**src/rtl/i2cm_defines.svh**
```systemverilog
/*
  Offsets, field positions, reset values and timing counts of the two-wire
  master sequence controller. Assumes a 100 MHz ref_clk.
*/
// Functional notes
// - ack polarity 1 sends not-acknowledge, 0 sends acknowledge on receive
// - ack request runs an acknowledge bit; hardware clears it when done
// - receive request clocks in one byte; cleared after the eighth bit
// - stop request generates a Stop; cleared when the stop ends
// - repeated-start request generates a Repeated Start; cleared at its end
// - start request generates a Start; cleared at its end, 0 means idle
// - collision during a master operation sets the collision flag, else 0
// - start-detected flag set on Start or Repeated Start, cleared on Stop
`ifndef I2CM_DEFINES_SVH
`define I2CM_DEFINES_SVH

// ----------------------------------------------------------------
// register offsets (word index)
// ----------------------------------------------------------------
`define I2CM_OFS_CONTROL 3'h0
`define I2CM_OFS_STATUS 3'h1
`define I2CM_OFS_TXDATA 3'h2
`define I2CM_OFS_RXDATA 3'h3
`define I2CM_OFS_IRQ_STAT 3'h4
`define I2CM_OFS_IRQ_MASK 3'h5

// ----------------------------------------------------------------
// control fields
// ----------------------------------------------------------------
`define I2CM_CTL_START 0
`define I2CM_CTL_RSTART 1
`define I2CM_CTL_STOP 2
`define I2CM_CTL_RECV 3
`define I2CM_CTL_ACKSEQ 4
`define I2CM_CTL_ACKPOL 5

// ----------------------------------------------------------------
// status fields
// ----------------------------------------------------------------
`define I2CM_ST_ACKRX 15
`define I2CM_ST_TXBUSY 14
`define I2CM_ST_COLL 10
`define I2CM_ST_STOPSEEN 4
`define I2CM_ST_STARTSEEN 3

// ----------------------------------------------------------------
// interrupt fields and reset values
// ----------------------------------------------------------------
`define I2CM_IRQ_SEQDONE 0
`define I2CM_IRQ_RXBYTE 1
`define I2CM_IRQ_COLL 2
`define I2CM_IRQ_START 3
`define I2CM_IRQ_STOP 4
`define I2CM_IRQ_W 5
`define I2CM_RST_WORD 16'h0000

// ----------------------------------------------------------------
// timing: quarter of a 100 kHz bit period
// ----------------------------------------------------------------
`define I2CM_CLK_PERIOD_NS 10
`define I2CM_QUARTER_NS 2500
`define I2CM_QUARTER_CYC (`I2CM_QUARTER_NS / `I2CM_CLK_PERIOD_NS)

`endif

```
**src/rtl/i2cm_pkg.sv**
```systemverilog
/*
  Types of the two-wire master sequence controller.
  Assumes i2cm_defines.svh supplies the numbers.
*/
package i2cm_pkg;

  // ----------------------------------------------------------------
  // sequence engine states
  // ----------------------------------------------------------------
  typedef enum logic [2:0]
  {
    I2CM_IDLE,
    I2CM_START,
    I2CM_RSTART,
    I2CM_STOP,
    I2CM_RECV,
    I2CM_ACKSEQ,
    I2CM_XMIT
  } i2cm_state_e;

endpackage

```
**src/rtl/i2cm_seq.sv**
```systemverilog
/*
  Master sequence controller of a two-wire serial port: register port,
  Start/Repeated Start/Stop/receive/acknowledge/transmit engine, bus
  monitor and interrupt. Assumes open-drain pads outside with pull-ups;
  pad inputs are asynchronous to ref_clk.
*/
// The implementer's own choices: the register offsets and the address-and-strobe port.
`include "i2cm_defines.svh"

module i2cm_seq #(
  parameter int QUARTER_CYC = `I2CM_QUARTER_CYC
) (
  // clock and reset
  input wire logic ref_clk,
  input wire logic rstn,
  // register port
  input wire logic [2:0] reg_addr,
  input wire logic [15:0] reg_wdata,
  input wire logic reg_wr,
  input wire logic reg_rd,
  output logic [15:0] reg_rdata,
  // interrupt
  output logic irq,
  // serial clock line, open drain
  input wire logic serial_clock_line_in,
  output logic serial_clock_line_out,
  output logic serial_clock_line_oe_n,
  // serial data line, open drain
  input wire logic serial_data_line_in,
  output logic serial_data_line_out,
  output logic serial_data_line_oe_n
);

  generate
    if (QUARTER_CYC < 4 || QUARTER_CYC > 65535)
    begin : g_chk
      $error("QUARTER_CYC out of range");
    end
  endgenerate

  // ----------------------------------------------------------------
  // declarations
  // ----------------------------------------------------------------
  localparam logic [15:0] QLAST = 16'(QUARTER_CYC - 1);

  i2cm_pkg::i2cm_state_e state_reg;
  logic [15:0] cnt_reg;
  logic [1:0] q_reg;
  logic [3:0] bit_reg;
  logic [7:0] shift_reg;
  logic [7:0] rx_data_reg;
  logic [5:0] ctrl_reg;
  logic tx_pend_reg;
  logic ack_rx_reg;
  logic coll_reg;
  logic start_seen_reg;
  logic stop_seen_reg;
  logic [`I2CM_IRQ_W-1:0] irq_stat_reg;
  logic [`I2CM_IRQ_W-1:0] irq_mask_reg;
  logic scl_lo_reg;
  logic sda_lo_reg;
  logic scl_s1_reg, scl_s2_reg, scl_s3_reg;
  logic sda_s1_reg, sda_s2_reg, sda_s3_reg;
  logic tick, last, seq_done, rx_done, coll_hit;
  logic scl_lo_next, sda_lo_next;
  logic bus_start, bus_stop;
  logic [5:0] req_clear;
  logic [`I2CM_IRQ_W-1:0] irq_set;

  // ----------------------------------------------------------------
  // pad synchronisers
  // ----------------------------------------------------------------
  always_ff @(posedge ref_clk or negedge rstn)
  begin
    if (!rstn)
    begin
      scl_s1_reg <= 1'b1;
      scl_s2_reg <= 1'b1;
      scl_s3_reg <= 1'b1;
      sda_s1_reg <= 1'b1;
      sda_s2_reg <= 1'b1;
      sda_s3_reg <= 1'b1;
    end
    else
    begin
      scl_s1_reg <= serial_clock_line_in;
      scl_s2_reg <= scl_s1_reg;
      scl_s3_reg <= scl_s2_reg;
      sda_s1_reg <= serial_data_line_in;
      sda_s2_reg <= sda_s1_reg;
      sda_s3_reg <= sda_s2_reg;
    end
  end

  // data edges while the clock line is high mark bus conditions
  assign bus_start = scl_s2_reg && scl_s3_reg && sda_s3_reg && !sda_s2_reg;
  assign bus_stop = scl_s2_reg && scl_s3_reg && !sda_s3_reg && sda_s2_reg;

  // ----------------------------------------------------------------
  // quarter-bit timing
  // ----------------------------------------------------------------
  assign tick = (state_reg != i2cm_pkg::I2CM_IDLE) && (cnt_reg == QLAST);
  assign last = tick && (q_reg == 2'h3);

  always_ff @(posedge ref_clk or negedge rstn)
  begin
    if (!rstn)
    begin
      cnt_reg <= 16'h0000;
      q_reg <= 2'h0;
    end
    else if (state_reg == i2cm_pkg::I2CM_IDLE || coll_hit)
    begin
      cnt_reg <= 16'h0000;
      q_reg <= 2'h0;
    end
    else if (tick)
    begin
      cnt_reg <= 16'h0000;
      q_reg <= q_reg + 2'h1;
    end
    else
    begin
      cnt_reg <= cnt_reg + 16'h0001;
    end
  end

  // ----------------------------------------------------------------
  // line drive per state and quarter (1 = pull low)
  // ----------------------------------------------------------------
  always_comb
  begin
    scl_lo_next = 1'b0;
    sda_lo_next = 1'b0;
    case (state_reg)
      i2cm_pkg::I2CM_START:
      begin
        sda_lo_next = (q_reg != 2'h0);
        scl_lo_next = (q_reg == 2'h3);
      end
      i2cm_pkg::I2CM_RSTART:
      begin
        sda_lo_next = q_reg[1];
        scl_lo_next = (q_reg == 2'h0) || (q_reg == 2'h3);
      end
      i2cm_pkg::I2CM_STOP:
      begin
        sda_lo_next = !q_reg[1];
        scl_lo_next = (q_reg == 2'h0);
      end
      i2cm_pkg::I2CM_RECV:
      begin
        scl_lo_next = (q_reg == 2'h0) || (q_reg == 2'h3);
      end
      i2cm_pkg::I2CM_ACKSEQ:
      begin
        sda_lo_next = !ctrl_reg[`I2CM_CTL_ACKPOL];
        scl_lo_next = (q_reg == 2'h0) || (q_reg == 2'h3);
      end
      i2cm_pkg::I2CM_XMIT:
      begin
        sda_lo_next = !bit_reg[3] && !shift_reg[7];
        scl_lo_next = (q_reg == 2'h0) || (q_reg == 2'h3);
      end
      default:
      begin
        scl_lo_next = 1'b0;
        sda_lo_next = 1'b0;
      end
    endcase
  end

  always_ff @(posedge ref_clk or negedge rstn)
  begin
    if (!rstn)
    begin
      scl_lo_reg <= 1'b0;
      sda_lo_reg <= 1'b0;
    end
    else if (coll_hit)
    begin
      scl_lo_reg <= 1'b0;
      sda_lo_reg <= 1'b0;
    end
    // idle keeps the lines where the last sequence left them; releasing
    // them here would fake a clock pulse or a stop between sequences
    else if (state_reg != i2cm_pkg::I2CM_IDLE)
    begin
      scl_lo_reg <= scl_lo_next;
      sda_lo_reg <= sda_lo_next;
    end
  end

  assign serial_clock_line_out = 1'b0;
  assign serial_data_line_out = 1'b0;
  assign serial_clock_line_oe_n = !scl_lo_reg;
  assign serial_data_line_oe_n = !sda_lo_reg;

  // ----------------------------------------------------------------
  // collision: a released data line read low at the end of a quarter
  // ----------------------------------------------------------------
  // only checked where this master alone owns the high level; the
  // receive and ack-listen slots legitimately see the target pull low
  always_comb
  begin
    coll_hit = 1'b0;
    if (tick && !sda_lo_reg && !sda_s2_reg)
    begin
      case (state_reg)
        i2cm_pkg::I2CM_START: coll_hit = (q_reg == 2'h0);
        i2cm_pkg::I2CM_RSTART: coll_hit = (q_reg == 2'h1);
        i2cm_pkg::I2CM_STOP: coll_hit = (q_reg == 2'h3);
        i2cm_pkg::I2CM_XMIT: coll_hit = !bit_reg[3] && (q_reg == 2'h2);
        default: coll_hit = 1'b0;
      endcase
    end
  end

  // ----------------------------------------------------------------
  // sequence engine
  // ----------------------------------------------------------------
  assign rx_done = last && (state_reg == i2cm_pkg::I2CM_RECV) && (bit_reg == 4'h7);
  always_comb
  begin
    case (state_reg)
      i2cm_pkg::I2CM_RECV: seq_done = rx_done;
      i2cm_pkg::I2CM_XMIT: seq_done = last && (bit_reg == 4'h8);
      i2cm_pkg::I2CM_IDLE: seq_done = 1'b0;
      default: seq_done = last;
    endcase
  end

  always_ff @(posedge ref_clk or negedge rstn)
  begin
    if (!rstn)
    begin
      state_reg <= i2cm_pkg::I2CM_IDLE;
      bit_reg <= 4'h0;
    end
    else if (state_reg == i2cm_pkg::I2CM_IDLE)
    begin
      bit_reg <= 4'h0;
      if (ctrl_reg[`I2CM_CTL_START])
        state_reg <= i2cm_pkg::I2CM_START;
      else if (ctrl_reg[`I2CM_CTL_RSTART])
        state_reg <= i2cm_pkg::I2CM_RSTART;
      else if (ctrl_reg[`I2CM_CTL_STOP])
        state_reg <= i2cm_pkg::I2CM_STOP;
      else if (ctrl_reg[`I2CM_CTL_RECV])
        state_reg <= i2cm_pkg::I2CM_RECV;
      else if (ctrl_reg[`I2CM_CTL_ACKSEQ])
        state_reg <= i2cm_pkg::I2CM_ACKSEQ;
      else if (tx_pend_reg)
        state_reg <= i2cm_pkg::I2CM_XMIT;
    end
    else if (coll_hit || seq_done)
    begin
      state_reg <= i2cm_pkg::I2CM_IDLE;
    end
    else if (last)
    begin
      bit_reg <= bit_reg + 4'h1;
    end
  end

  // shift register: loaded by a data write, sampled at the end of clock-high
  always_ff @(posedge ref_clk or negedge rstn)
  begin
    if (!rstn)
      shift_reg <= 8'h00;
    else if (reg_wr && reg_addr == `I2CM_OFS_TXDATA && state_reg == i2cm_pkg::I2CM_IDLE)
      shift_reg <= reg_wdata[7:0];
    else if (tick && q_reg == 2'h2 && state_reg == i2cm_pkg::I2CM_RECV)
      shift_reg <= {shift_reg[6:0], sda_s2_reg};
    else if (last && state_reg == i2cm_pkg::I2CM_XMIT)
      shift_reg <= {shift_reg[6:0], 1'b1};
  end

  always_ff @(posedge ref_clk or negedge rstn)
  begin
    if (!rstn)
      rx_data_reg <= 8'h00;
    else if (rx_done)
      rx_data_reg <= shift_reg;
  end

  // ----------------------------------------------------------------
  // control register: software sets requests, hardware clears them at sequence end or on a collision
  // ----------------------------------------------------------------
  always_comb
  begin
    req_clear = 6'h00;
    if (seq_done || coll_hit)
    begin
      case (state_reg)
        i2cm_pkg::I2CM_START: req_clear[`I2CM_CTL_START] = 1'b1;
        i2cm_pkg::I2CM_RSTART: req_clear[`I2CM_CTL_RSTART] = 1'b1;
        i2cm_pkg::I2CM_STOP: req_clear[`I2CM_CTL_STOP] = 1'b1;
        i2cm_pkg::I2CM_RECV: req_clear[`I2CM_CTL_RECV] = 1'b1;
        i2cm_pkg::I2CM_ACKSEQ: req_clear[`I2CM_CTL_ACKSEQ] = 1'b1;
        default: req_clear = 6'h00;
      endcase
    end
  end

  // a request written in the clearing cycle survives: set wins
  always_ff @(posedge ref_clk or negedge rstn)
  begin
    if (!rstn)
      ctrl_reg <= 6'(`I2CM_RST_WORD);
    else if (reg_wr && reg_addr == `I2CM_OFS_CONTROL)
      ctrl_reg <= {reg_wdata[`I2CM_CTL_ACKPOL], (ctrl_reg[4:0] & ~req_clear[4:0]) | reg_wdata[4:0]};
    else
      ctrl_reg <= ctrl_reg & ~req_clear;
  end

  always_ff @(posedge ref_clk or negedge rstn)
  begin
    if (!rstn)
      tx_pend_reg <= 1'b0;
    else if (reg_wr && reg_addr == `I2CM_OFS_TXDATA && state_reg == i2cm_pkg::I2CM_IDLE)
      tx_pend_reg <= 1'b1;
    else if (state_reg == i2cm_pkg::I2CM_XMIT)
      tx_pend_reg <= 1'b0;
  end

  // ----------------------------------------------------------------
  // status flags
  // ----------------------------------------------------------------
  always_ff @(posedge ref_clk or negedge rstn)
  begin
    if (!rstn)
      ack_rx_reg <= 1'b0;
    else if (tick && q_reg == 2'h2 && state_reg == i2cm_pkg::I2CM_XMIT && bit_reg == 4'h8)
      ack_rx_reg <= sda_s2_reg;
  end

  // collision flag cleared by writing 1; a new collision wins
  always_ff @(posedge ref_clk or negedge rstn)
  begin
    if (!rstn)
      coll_reg <= 1'b0;
    else if (coll_hit)
      coll_reg <= 1'b1;
    else if (reg_wr && reg_addr == `I2CM_OFS_STATUS && reg_wdata[`I2CM_ST_COLL])
      coll_reg <= 1'b0;
  end

  always_ff @(posedge ref_clk or negedge rstn)
  begin
    if (!rstn)
    begin
      start_seen_reg <= 1'b0;
      stop_seen_reg <= 1'b0;
    end
    else if (bus_start)
    begin
      start_seen_reg <= 1'b1;
      stop_seen_reg <= 1'b0;
    end
    else if (bus_stop)
    begin
      start_seen_reg <= 1'b0;
      stop_seen_reg <= 1'b1;
    end
  end

  // ----------------------------------------------------------------
  // interrupt: sticky, write-one-to-clear, set wins
  // ----------------------------------------------------------------
  assign irq_set = {bus_stop, bus_start, coll_hit, rx_done, seq_done};

  always_ff @(posedge ref_clk or negedge rstn)
  begin
    if (!rstn)
      irq_stat_reg <= `I2CM_IRQ_W'(0);
    else if (reg_wr && reg_addr == `I2CM_OFS_IRQ_STAT)
      irq_stat_reg <= (irq_stat_reg & ~reg_wdata[`I2CM_IRQ_W-1:0]) | irq_set;
    else
      irq_stat_reg <= irq_stat_reg | irq_set;
  end

  always_ff @(posedge ref_clk or negedge rstn)
  begin
    if (!rstn)
      irq_mask_reg <= `I2CM_IRQ_W'(0);
    else if (reg_wr && reg_addr == `I2CM_OFS_IRQ_MASK)
      irq_mask_reg <= reg_wdata[`I2CM_IRQ_W-1:0];
  end

  assign irq = |(irq_stat_reg & irq_mask_reg);

  // ----------------------------------------------------------------
  // read port: data in the cycle after the strobe, zero otherwise
  // ----------------------------------------------------------------
  always_ff @(posedge ref_clk or negedge rstn)
  begin
    if (!rstn)
      reg_rdata <= `I2CM_RST_WORD;
    else if (!reg_rd)
      reg_rdata <= `I2CM_RST_WORD;
    else
    begin
      reg_rdata <= `I2CM_RST_WORD;
      case (reg_addr)
        `I2CM_OFS_CONTROL: reg_rdata[5:0] <= ctrl_reg;
        `I2CM_OFS_STATUS:
        begin
          reg_rdata[`I2CM_ST_ACKRX] <= ack_rx_reg;
          reg_rdata[`I2CM_ST_TXBUSY] <= (state_reg == i2cm_pkg::I2CM_XMIT);
          reg_rdata[`I2CM_ST_COLL] <= coll_reg;
          reg_rdata[`I2CM_ST_STOPSEEN] <= stop_seen_reg;
          reg_rdata[`I2CM_ST_STARTSEEN] <= start_seen_reg;
        end
        `I2CM_OFS_TXDATA: reg_rdata[7:0] <= shift_reg;
        `I2CM_OFS_RXDATA: reg_rdata[7:0] <= rx_data_reg;
        `I2CM_OFS_IRQ_STAT: reg_rdata[`I2CM_IRQ_W-1:0] <= irq_stat_reg;
        `I2CM_OFS_IRQ_MASK: reg_rdata[`I2CM_IRQ_W-1:0] <= irq_mask_reg;
        default: reg_rdata <= `I2CM_RST_WORD;
      endcase
    end
  end

endmodule

```
**config.mk**
```make
export PLATFORM = sky130hd
export DESIGN_NAME = i2cm_seq
export DESIGN_NICKNAME = d
export VERILOG_FILES = /design/src/rtl/i2cm_pkg.sv /design/src/rtl/i2cm_seq.sv
export VERILOG_INCLUDE_DIRS = /design/src /design/src/rtl
export SDC_FILE = /design/constraint.sdc
export NUM_CORES = 1
export LEC_CHECK = 0
export BUFFER_PORTS_ARGS = -buffer_cell sky130_fd_sc_hd__buf_2
export CORE_MARGIN = 5
export CORE_UTILIZATION = 40
export DETAILED_ROUTE_END_ITERATION = 10
export SETUP_SLACK_MARGIN = 0.2
export SLEW_MARGIN = 20
export SYNTH_ARGS = -nofsm -noshare
export SYNTH_HDL_FRONTEND = slang
export SYNTH_SLANG_ARGS = --single-unit
```
**constraint.sdc**
```tcl
create_clock -name ref_clk -period 2.19 [get_ports ref_clk]
set_input_delay 0.438 -clock ref_clk [delete_from_list [all_inputs] [get_ports ref_clk]]
set_output_delay 0.438 -clock ref_clk [all_outputs]
set_load 0.05 [all_outputs]
```
-- After elaboration in Yosys (flattened, before gate mapping)
Cells that the tools add are included.
- $mul: 0
- bitwise gates (word level): 10
- $lt $le $gt $ge: 0
- add/sub/neg operators: 3
- divide/modulo/power cells: 0
- shift operators: 0
- reduce and logical (&&, ||, !) cells: 54
- eq/ne operators: 19
- muxes and demuxes: 50
- operator list (cell ; number):
    16-bit two-way mux ; 3
    1-bit logical AND ; 26
    3-bit two-way mux ; 8
    8-bit two-way mux ; 3
    1-bit two-way mux ; 19
    16-bit by 1-bit adder with 16-bit output (second input constant) ; 1
    16-bit by 8-bit == test with 1-bit output (second input constant) ; 1
    2-bit nonzero test ; 8
    5-bit AND ; 3
    3-bit == test (second input constant) ; 5
    5-bit bitwise OR ; 3
    3-bit one-hot mux with 5 select lines ; 1
    3-bit by 2-bit == test with 1-bit output (second input constant) ; 4
    4-bit two-way mux ; 3
    2-bit one-hot mux with 6 select lines ; 1
    5-bit two-way mux ; 2
    5-bit inverter ; 2
    1-bit one-hot mux with 3 select lines ; 3
    1-bit logical NOT ; 8
    7-bit != test (second input constant) ; 1
    6-bit AND ; 1
    3-bit by 1-bit == test with 1-bit output (second input constant) ; 2
    3-bit logical NOT ; 2
    2-bit two-way mux ; 3
    18 further kinds ; 23
- bits in read-only memories: 0
- logic and storage cells: 159
- flip-flop bits (word level): 86
- latch bits: 0
- RAM bits: 0
- memories kept: 0
- output and inout port bits: 21

-- Logic depth before layout (Yosys ltp)
Gate-level depths: netlist of the first run.
- word-level depth: 12
- mapped depth: 8

-- Least setup slack after synthesis of the first run
OpenSTA, ideal clock, no wires.
- path type: reg2reg
- start point: register cnt_reg[14]
- end point: register shift_reg[1]
- data required time: 2.053 ns
- path slack: -0.147 ns
- path buffers: 0
- cell stages (with the launch flop): 6
- arrival: 2.200 ns
- path through: dfrtp_1 -> or4_4 -> or3_4 -> nor4_4 -> mux2i_1 -> a21oi_1
- cells in the longest elaborated chain, start to end: 6
- elaborated cells between the ends (all ways): 9
- classes of those cells: 1 x eq/ne; 2 x mux; 6 x reduce/logical
- RTL lines (item ; RTL line ; text):
    from (decl) ; i2cm_seq.sv:47 ; logic [15:0] cnt_reg;
    from (signal assigned) ; i2cm_seq.sv:124 ; cnt_reg <= cnt_reg + 16'h0001;
    16-bit by 8-bit == test with 1-bit output * ; i2cm_seq.sv:102 ; assign tick = (state_reg != i2cm_pkg::I2CM_IDLE) && (cnt_reg == QLAST);
    1-bit logical AND * ; i2cm_seq.sv:102 ;
    1-bit logical AND (2 in a row) ; i2cm_seq.sv:273 ; else if (tick && q_reg == 2'h2 && state_reg == i2cm_pkg::I2CM_RECV)
    8-bit two-way mux ; i2cm_seq.sv:273 ;
    8-bit two-way mux ; i2cm_seq.sv:271 ; else if (reg_wr && reg_addr == `I2CM_OFS_TXDATA && state_reg == i2cm_pkg::I2CM_IDLE)
    to (signal assigned) ; i2cm_seq.sv:272 ; shift_reg <= reg_wdata[7:0];
    to (signal assigned) ; i2cm_seq.sv:274 ; shift_reg <= {shift_reg[6:0], sda_s2_reg};
    to (signal assigned) ; i2cm_seq.sv:276 ; shift_reg <= {shift_reg[6:0], 1'b1};
    to (decl) ; i2cm_seq.sv:50 ; logic [7:0] shift_reg;
Mark *: on every way between the ends. The rest lies on a longest branch, timed or not.
A chain may end at the register's enable or synchronous reset.

-- Final worst setup path of the first run
- start point: register cnt_reg[14]
- end point: register shift_reg[6]
Same word-level chain as after synthesis.

==> qor.csv, run 1 <==
stage,metric,value,unit
outcome,status,completed,
sta,rsz0062_at_grt,yes,
layout,final_layout_size_suffix_gt1_share,27.4,%
cts,cts_tree,built,
layout,ff_latch_area,2030,um2
power_and_ir_drop,ir_drop,526,uV
flow_run,maxCapViolCount,0,
layout,layout.nets,499,
global_route,track_usage,16.0,%
synth,synth_top_area_share,45.8,%
synth,ys_seq_area_share,49.6,%
cts,cts_root_buf,clkbuf_8,
die,ios,46,
sta,period_needed,2180,ps
synth,synth_area_leaders,"dfrtp_1, mux2i_1, dfstp_2, mux2_2, nand2_1",
die,row_count,37,
die,start_util,40.3,%
synth,netlist_instances,400,
drt,drt-initial-drc-count,156,
layout,final_util,49.0,%
place,dp_hpwl,6960,um
critical_path,arrival,2430,ps
cts,cts_hold_buf,0,
min_path,hold_class,in2async,
place,dpl-instance-area,4700,um2
layout,multiInputGateArea,2040,um2
sta,min_period_over_period,99.8,%
critical_path,end_kind,flop,
place,gp_congestion,0.835,
global_route,grt_max_degree,42,
sta,slew_headroom,63.5,%
global_route,antenna_found_initial,0,
global_route,grt_pass1_wl,16200,um
power_and_ir_drop,cellPowerDensity,850,nW/um2
place,dp_cells,586,
layout,area_growth,21.6,%
cts,clock_sinks,81,
sta,setup_violations,0,
critical_path,r2r_slack,5,ps
global_route,grt-ovfl-total,0,
synth,synth_top_area_cell,dfrtp_1,
drt,vias,3189,
global_route,grt_pass1_vias,3260,
layout,final_cell_area,4990,um2
synth,synthArstFlopShare,100,%
drt,firstDrtPassIters,4,
layout,nFillCells,981,
cts,htreeDepth,3,
die,die_w,111,um
layout,largest_register_ffs,16,
synth,post_synth.cell_area_avg,10.3,um2
drt,drc,0,
sta,worstMarginPinSlew,534,ps
critical_path,worstSetupPathType,reg2reg,
die,die_y,111,um
sta,final_hold_viol_count,0,
place,port_buffers,31,
cts,clock_latency,360,ps
synth,synth_common_cells,"dfrtp_1, nand2_1, nor2_1, a21oi_1, mux2i_1",
layout,antenna_cells,0,
cts,clk_pin_slew,90,ps
drt,ant_nets,0,
drt,wl_per_cell,15.7,um
power_and_ir_drop,fin_total_pwr,4.24,mW
drt,vias_per_cell,5.25,
sta,tns,0,ps
sta,finClkSkew,12.6,ps
layout,layout.cells.non_filler,607,
cts,cts_max_path_buffers,2,
synth,yosysWarnings,0,
critical_path,required,2440,ps
sta,slew_violations,0,
synth,synth-main-ff-cell,dfrtp_1,
synth,yosysUniqueCellTypes,61,
synth,synth_most_common_cell,dfrtp_1,
synth,ys_seq_elements,81,
synth,syn-cell-area,4100,um2
die,die_area,12400,um2
synth,synth_edf_count,0,
power_and_ir_drop,p_leak,2.32,nW
cts,numCtsBuffers,9,
critical_path,worstPathMaxFanout,8,
die,fp.coreArea,10200,um2
drt,postRouteWirelength,9550,um
critical_path,startpoint_type,flop,
sta,max_freq,458,MHz
-- final timing paths --
kind                                startpoint        endpoint  cells past startpoint
min reg2reg                         scl_s1_reg      scl_s2_reg                      0
max                                cnt_reg[14]    shift_reg[6]                      6
min in group ref_clk       serial_data_line_in      sda_s1_reg                      1
max in group asynchronous                 rstn      sda_s1_reg                      2
max reg2reg                        cnt_reg[14]    shift_reg[6]                      6
min                                       rstn  rx_data_reg[3]                      1
-- cell type report --
| cell class | instances | share of cell area, % |
|---|---|---|
| Tap cell | 136 | 3.41 |
| Timing Repair Buffer | 72 | 10.3 |
| Multi-Input combinational cell | 291 | 40.9 |
| Clock buffer | 10 | 2.76 |
| Sequential cell | 81 | 40.8 |
| Inverter | 11 | 0.828 |
| Clock inverter | 6 | 1.00 |
-- placed cells by master (no fill, tap or decap), types with 10 or more instances in the layout --
cell / count
dfrtp_1: 75
nand2_1: 40
nor2_1: 38
buf_4: 36
buf_2: 30
a21oi_1: 23
mux2i_1: 22
clkbuf_8: 10
-- cell families after synthesis --
group | Yosys count | synth area share (%)
DFF | 81 | 49.6
AOI/OAI and AO/OA | 70 | 10.9
xor gates and xnor gates | 14 | 2.99
muxes | 37 | 9.49
other | 1 | 0.0914
buffers and inverters | 34 | 3.75
and+or+nand+nor | 155 | 20.7
adders and majority gates | 8 | 2.44
-- metal layers --
| layer | routed length, um | track usage (%) | part of all wire [%] |
|---|---|---|---|
| met1 | 4410 | 21.0 | 46 |
| met5 | 0 | 0 | 0 |
| met3 | 372 | 3.33 | 3.9 |
| met2 | 4590 | 26.3 | 48 |
| met4 | 173 | 5.27 | 1.8 |
-- timing repair --
action	CTS	global route
pin swaps	5	2
setup buffers	4	1
resized for setup	3	15
gates cloned	0	0
endpoints found under the setup margin	51	52
-- per-stage QoR --
step	hold slack, ps	setup slack, ps
after floorplan	142	-82.9
after global placement	349	12.8
after detailed placement	349	3.20
after CTS	71.5	0.831
after global routing	99.8	-115
final	59.5	5.21
-- where the power goes --
part / switching (mW) / leakage [nW] / internal, mW / total [mW]
clock: 0.585 / 0.0895 / 0.455 / 1.04
sequential: 0.264 / 1.00 / 1.74 / 2.00
combinational: 0.680 / 1.23 / 0.518 / 1.20
total: 1.53 / 2.32 / 2.71 / 4.24
-- worst max-delay path: stages, from the launching register on --
cell and delay (ps):
dfrtp_1 400, or4_4 560, or3_4 410, nor4_4 270, buf_12 180, mux2i_1 190
a21oi_1 80
Note: power is estimated with default switching activity, not from simulation.
==> run 2, diff against run 1 <==
==> constraint.sdc (replaced) <==
create_clock -name ref_clk -period 2.45 [get_ports ref_clk]
set_input_delay 0.49 -clock ref_clk [delete_from_list [all_inputs] [get_ports ref_clk]]
set_output_delay 0.49 -clock ref_clk [all_outputs]
set_load 0.05 [all_outputs]
==> qor.csv, run 2 (synthesis gave the netlist of run 1 again) <==
stage,metric,value,unit,change
power_and_ir_drop,ir_drop,393,uV,-25%
drt,postRouteWirelength,9520,um,-0.31%
layout,final_layout_size_suffix_gt1_share,23.6,%,-3.8 points
layout,nFillCells,985,,+0.41%
layout,area_growth,18.6,%,
drt,drt-initial-drc-count,126,,-19%
sta,slew_headroom,66.6,%,+3.1 points
global_route,grt_pass1_wl,16000,um,-1.2%
critical_path,end_kind,flop,,
drt,vias,3101,,-2.8%
sta,period_needed,2270,ps,+87.9 ps
die,die_area,12400,um2,unchanged
drt,vias_per_cell,5.23,,-0.46%
layout,final_cell_area,4860,um2,-2.5%
critical_path,worstPathMaxFanout,5,,-3
cts,clk_pin_slew,90,ps,about the same
power_and_ir_drop,intPower,2.57,mW,-5.1%
layout,ff_latch_area,2030,um2,unchanged
sta,worstMarginPinSlew,502,ps,-32.1 ps
layout,multiInputGateArea,2000,um2,-2.1%
sta,slew_violations,0,,unchanged
cts,cts_hold_buf,0,,unchanged
place,dp_hpwl,6690,um,-3.9%
cts,cts_root_buf,clkbuf_8,,
power_and_ir_drop,switching_share,34.1,%,-1.9 points
die,die_y,111,um,unchanged
global_route,antenna_found_initial,0,,unchanged
sta,final_hold_viol_count,0,,unchanged
drt,drc,0,,unchanged
die,start_util,40.3,%,unchanged
sta,min_period_over_period,92.8,%,-7.0 points
layout,largest_register_ffs,16,,unchanged
die,row_count,37,,unchanged
cts,numCtsBuffers,9,,unchanged
outcome,status,completed,,
sta,rsz0062_at_grt,yes,,
critical_path,worstSetupPathType,reg2reg,,
power_and_ir_drop,p_leak,2.27,nW,-2.0%
power_and_ir_drop,p_seq_share,46.2,%,-1.0 points
drt,wl_per_cell,16.1,um,+2.0%
global_route,grt_max_degree,44,,+4.8%
power_and_ir_drop,p_sw,1.33,mW,-13%
drt,ant_nets,0,,unchanged
layout,layout_common_cells,"dfrtp_1, nand2_1, nor2_1",,
sta,tns,0,ps,unchanged
power_and_ir_drop,clockPowerShare,28.6,%,+4.1 points
critical_path,required,2700,ps,+260 ps
cts,cts_max_path_buffers,2,,unchanged
power_and_ir_drop,cellPowerDensity,802,nW/um2,-5.6%
die,ios,46,,unchanged
sta,setup_violations,0,,unchanged
cts,cts_tree,built,,
layout,antenna_cells,0,,unchanged
power_and_ir_drop,p_comb_share,25.2,%,-3.1 points
flow_run,maxCapViolCount,0,,unchanged
die,fp.coreArea,10200,um2,unchanged
global_route,grt_pass1_vias,3145,,-3.5%
die,die_w,111,um,unchanged
cts,htreeDepth,3,,unchanged
place,dpl-instance-area,4510,um2,-4.0%
critical_path,reg2reg_depth,6,,unchanged
cts,clock_latency,360,ps,about the same
sta,max_freq,440,MHz,-3.9%
cts,clock_sinks,81,,unchanged
layout,layout.nets,485,,-2.8%
layout,layout.cells.most_common,dfrtp_1,,
critical_path,arrival,2520,ps,+90 ps
min_path,hold_class,in2async,,
critical_path,startpoint_type,flop,,
sta,finClkSkew,13.6,ps,+1.05 ps
global_route,grt-ovfl-total,0,,unchanged
place,gp_congestion,0.848,,+1.6%
global_route,track_usage,15.7,%,-0.25 points
place,port_buffers,31,,unchanged
drt,firstDrtPassIters,4,,unchanged
## run 2: changes by cell type in the layout (fill, tap and decap cells not counted), moves of 2 or more
cell        change
mux2_2          +2
a21oi_2         -3
nand2_2         +2
mux2_4          -2
buf_4          -12
clkinvlp_4      -2
bufinv_16       +2
nand2_1         -2
a21oi_1         +4
## run 2: final timing paths
kind	to	startpoint	slack [ps]
worst max register to register	rx_data_reg[7]	cnt_reg[9]	180
min in group ref_clk	scl_s1_reg	serial_clock_line_in	240
worst min register to register	scl_s2_reg	scl_s1_reg	360
worst min-delay path	reg_rdata[4]	rstn	100
worst max-delay path	rx_data_reg[7]	cnt_reg[9]	180
max in group asynchronous	bit_reg[0]	rstn	1740
## run 2: timing repair
item	CTS	global route
gates resized for setup	0	21
endpoints found under the setup margin	0	22
setup buffers	0	7
## run 2: through the flow
stage	utilization, %	setup WS, ps	hold slack (ps)	power (mW)	cells
after floorplan	-	177	194	2.46	406
after global placement	44.3	227	348	2.75	569
after detailed placement	44.3	203	349	2.78	569
after CTS	46.5	206	94.3	3.90	585
after global routing	47.8	96.8	134	4.13	593
final	47.8	177	97.9	3.90	593
## run 2: power by group through the flow
stage	combinational [mW]	clock, mW	sequential [mW]
floorplan	0.718	0	1.74
global placement	0.939	0	1.81
detailed placement	0.953	0	1.82
CTS	0.954	1.15	1.80
global route	1.10	1.20	1.84
finish	0.983	1.12	1.80
## run 2: final cells by class
class / instances / share of cell area [%]
multi-input combinational: 291 / 41.1
clock buffer: 11 / 2.91
tap: 136 / 3.50
clock inverter: 5 / 1.78
inverter: 11 / 0.849
sequential: 81 / 41.8
timing repair buffer: 58 / 8.08
## run 2: critical path, stage by stage, from the launching register on
cell and delay, ps:
dfrtp_1 410, or4_4 580, nor4_4 280, nand2_2 110
nor3b_4 260, buf_6 190, mux2_2 340
## run 2: layer usage
metal / part of all wire [%] / global-route usage (%) / vias up
met5: 0 / 0 / -
met3: 3.4 / 3.33 / 14
met4: 1.6 / 4.62 / 0
met2: 47 / 25.9 / 45
met1: 48 / 20.9 / 1527
li1: - / - / 1515
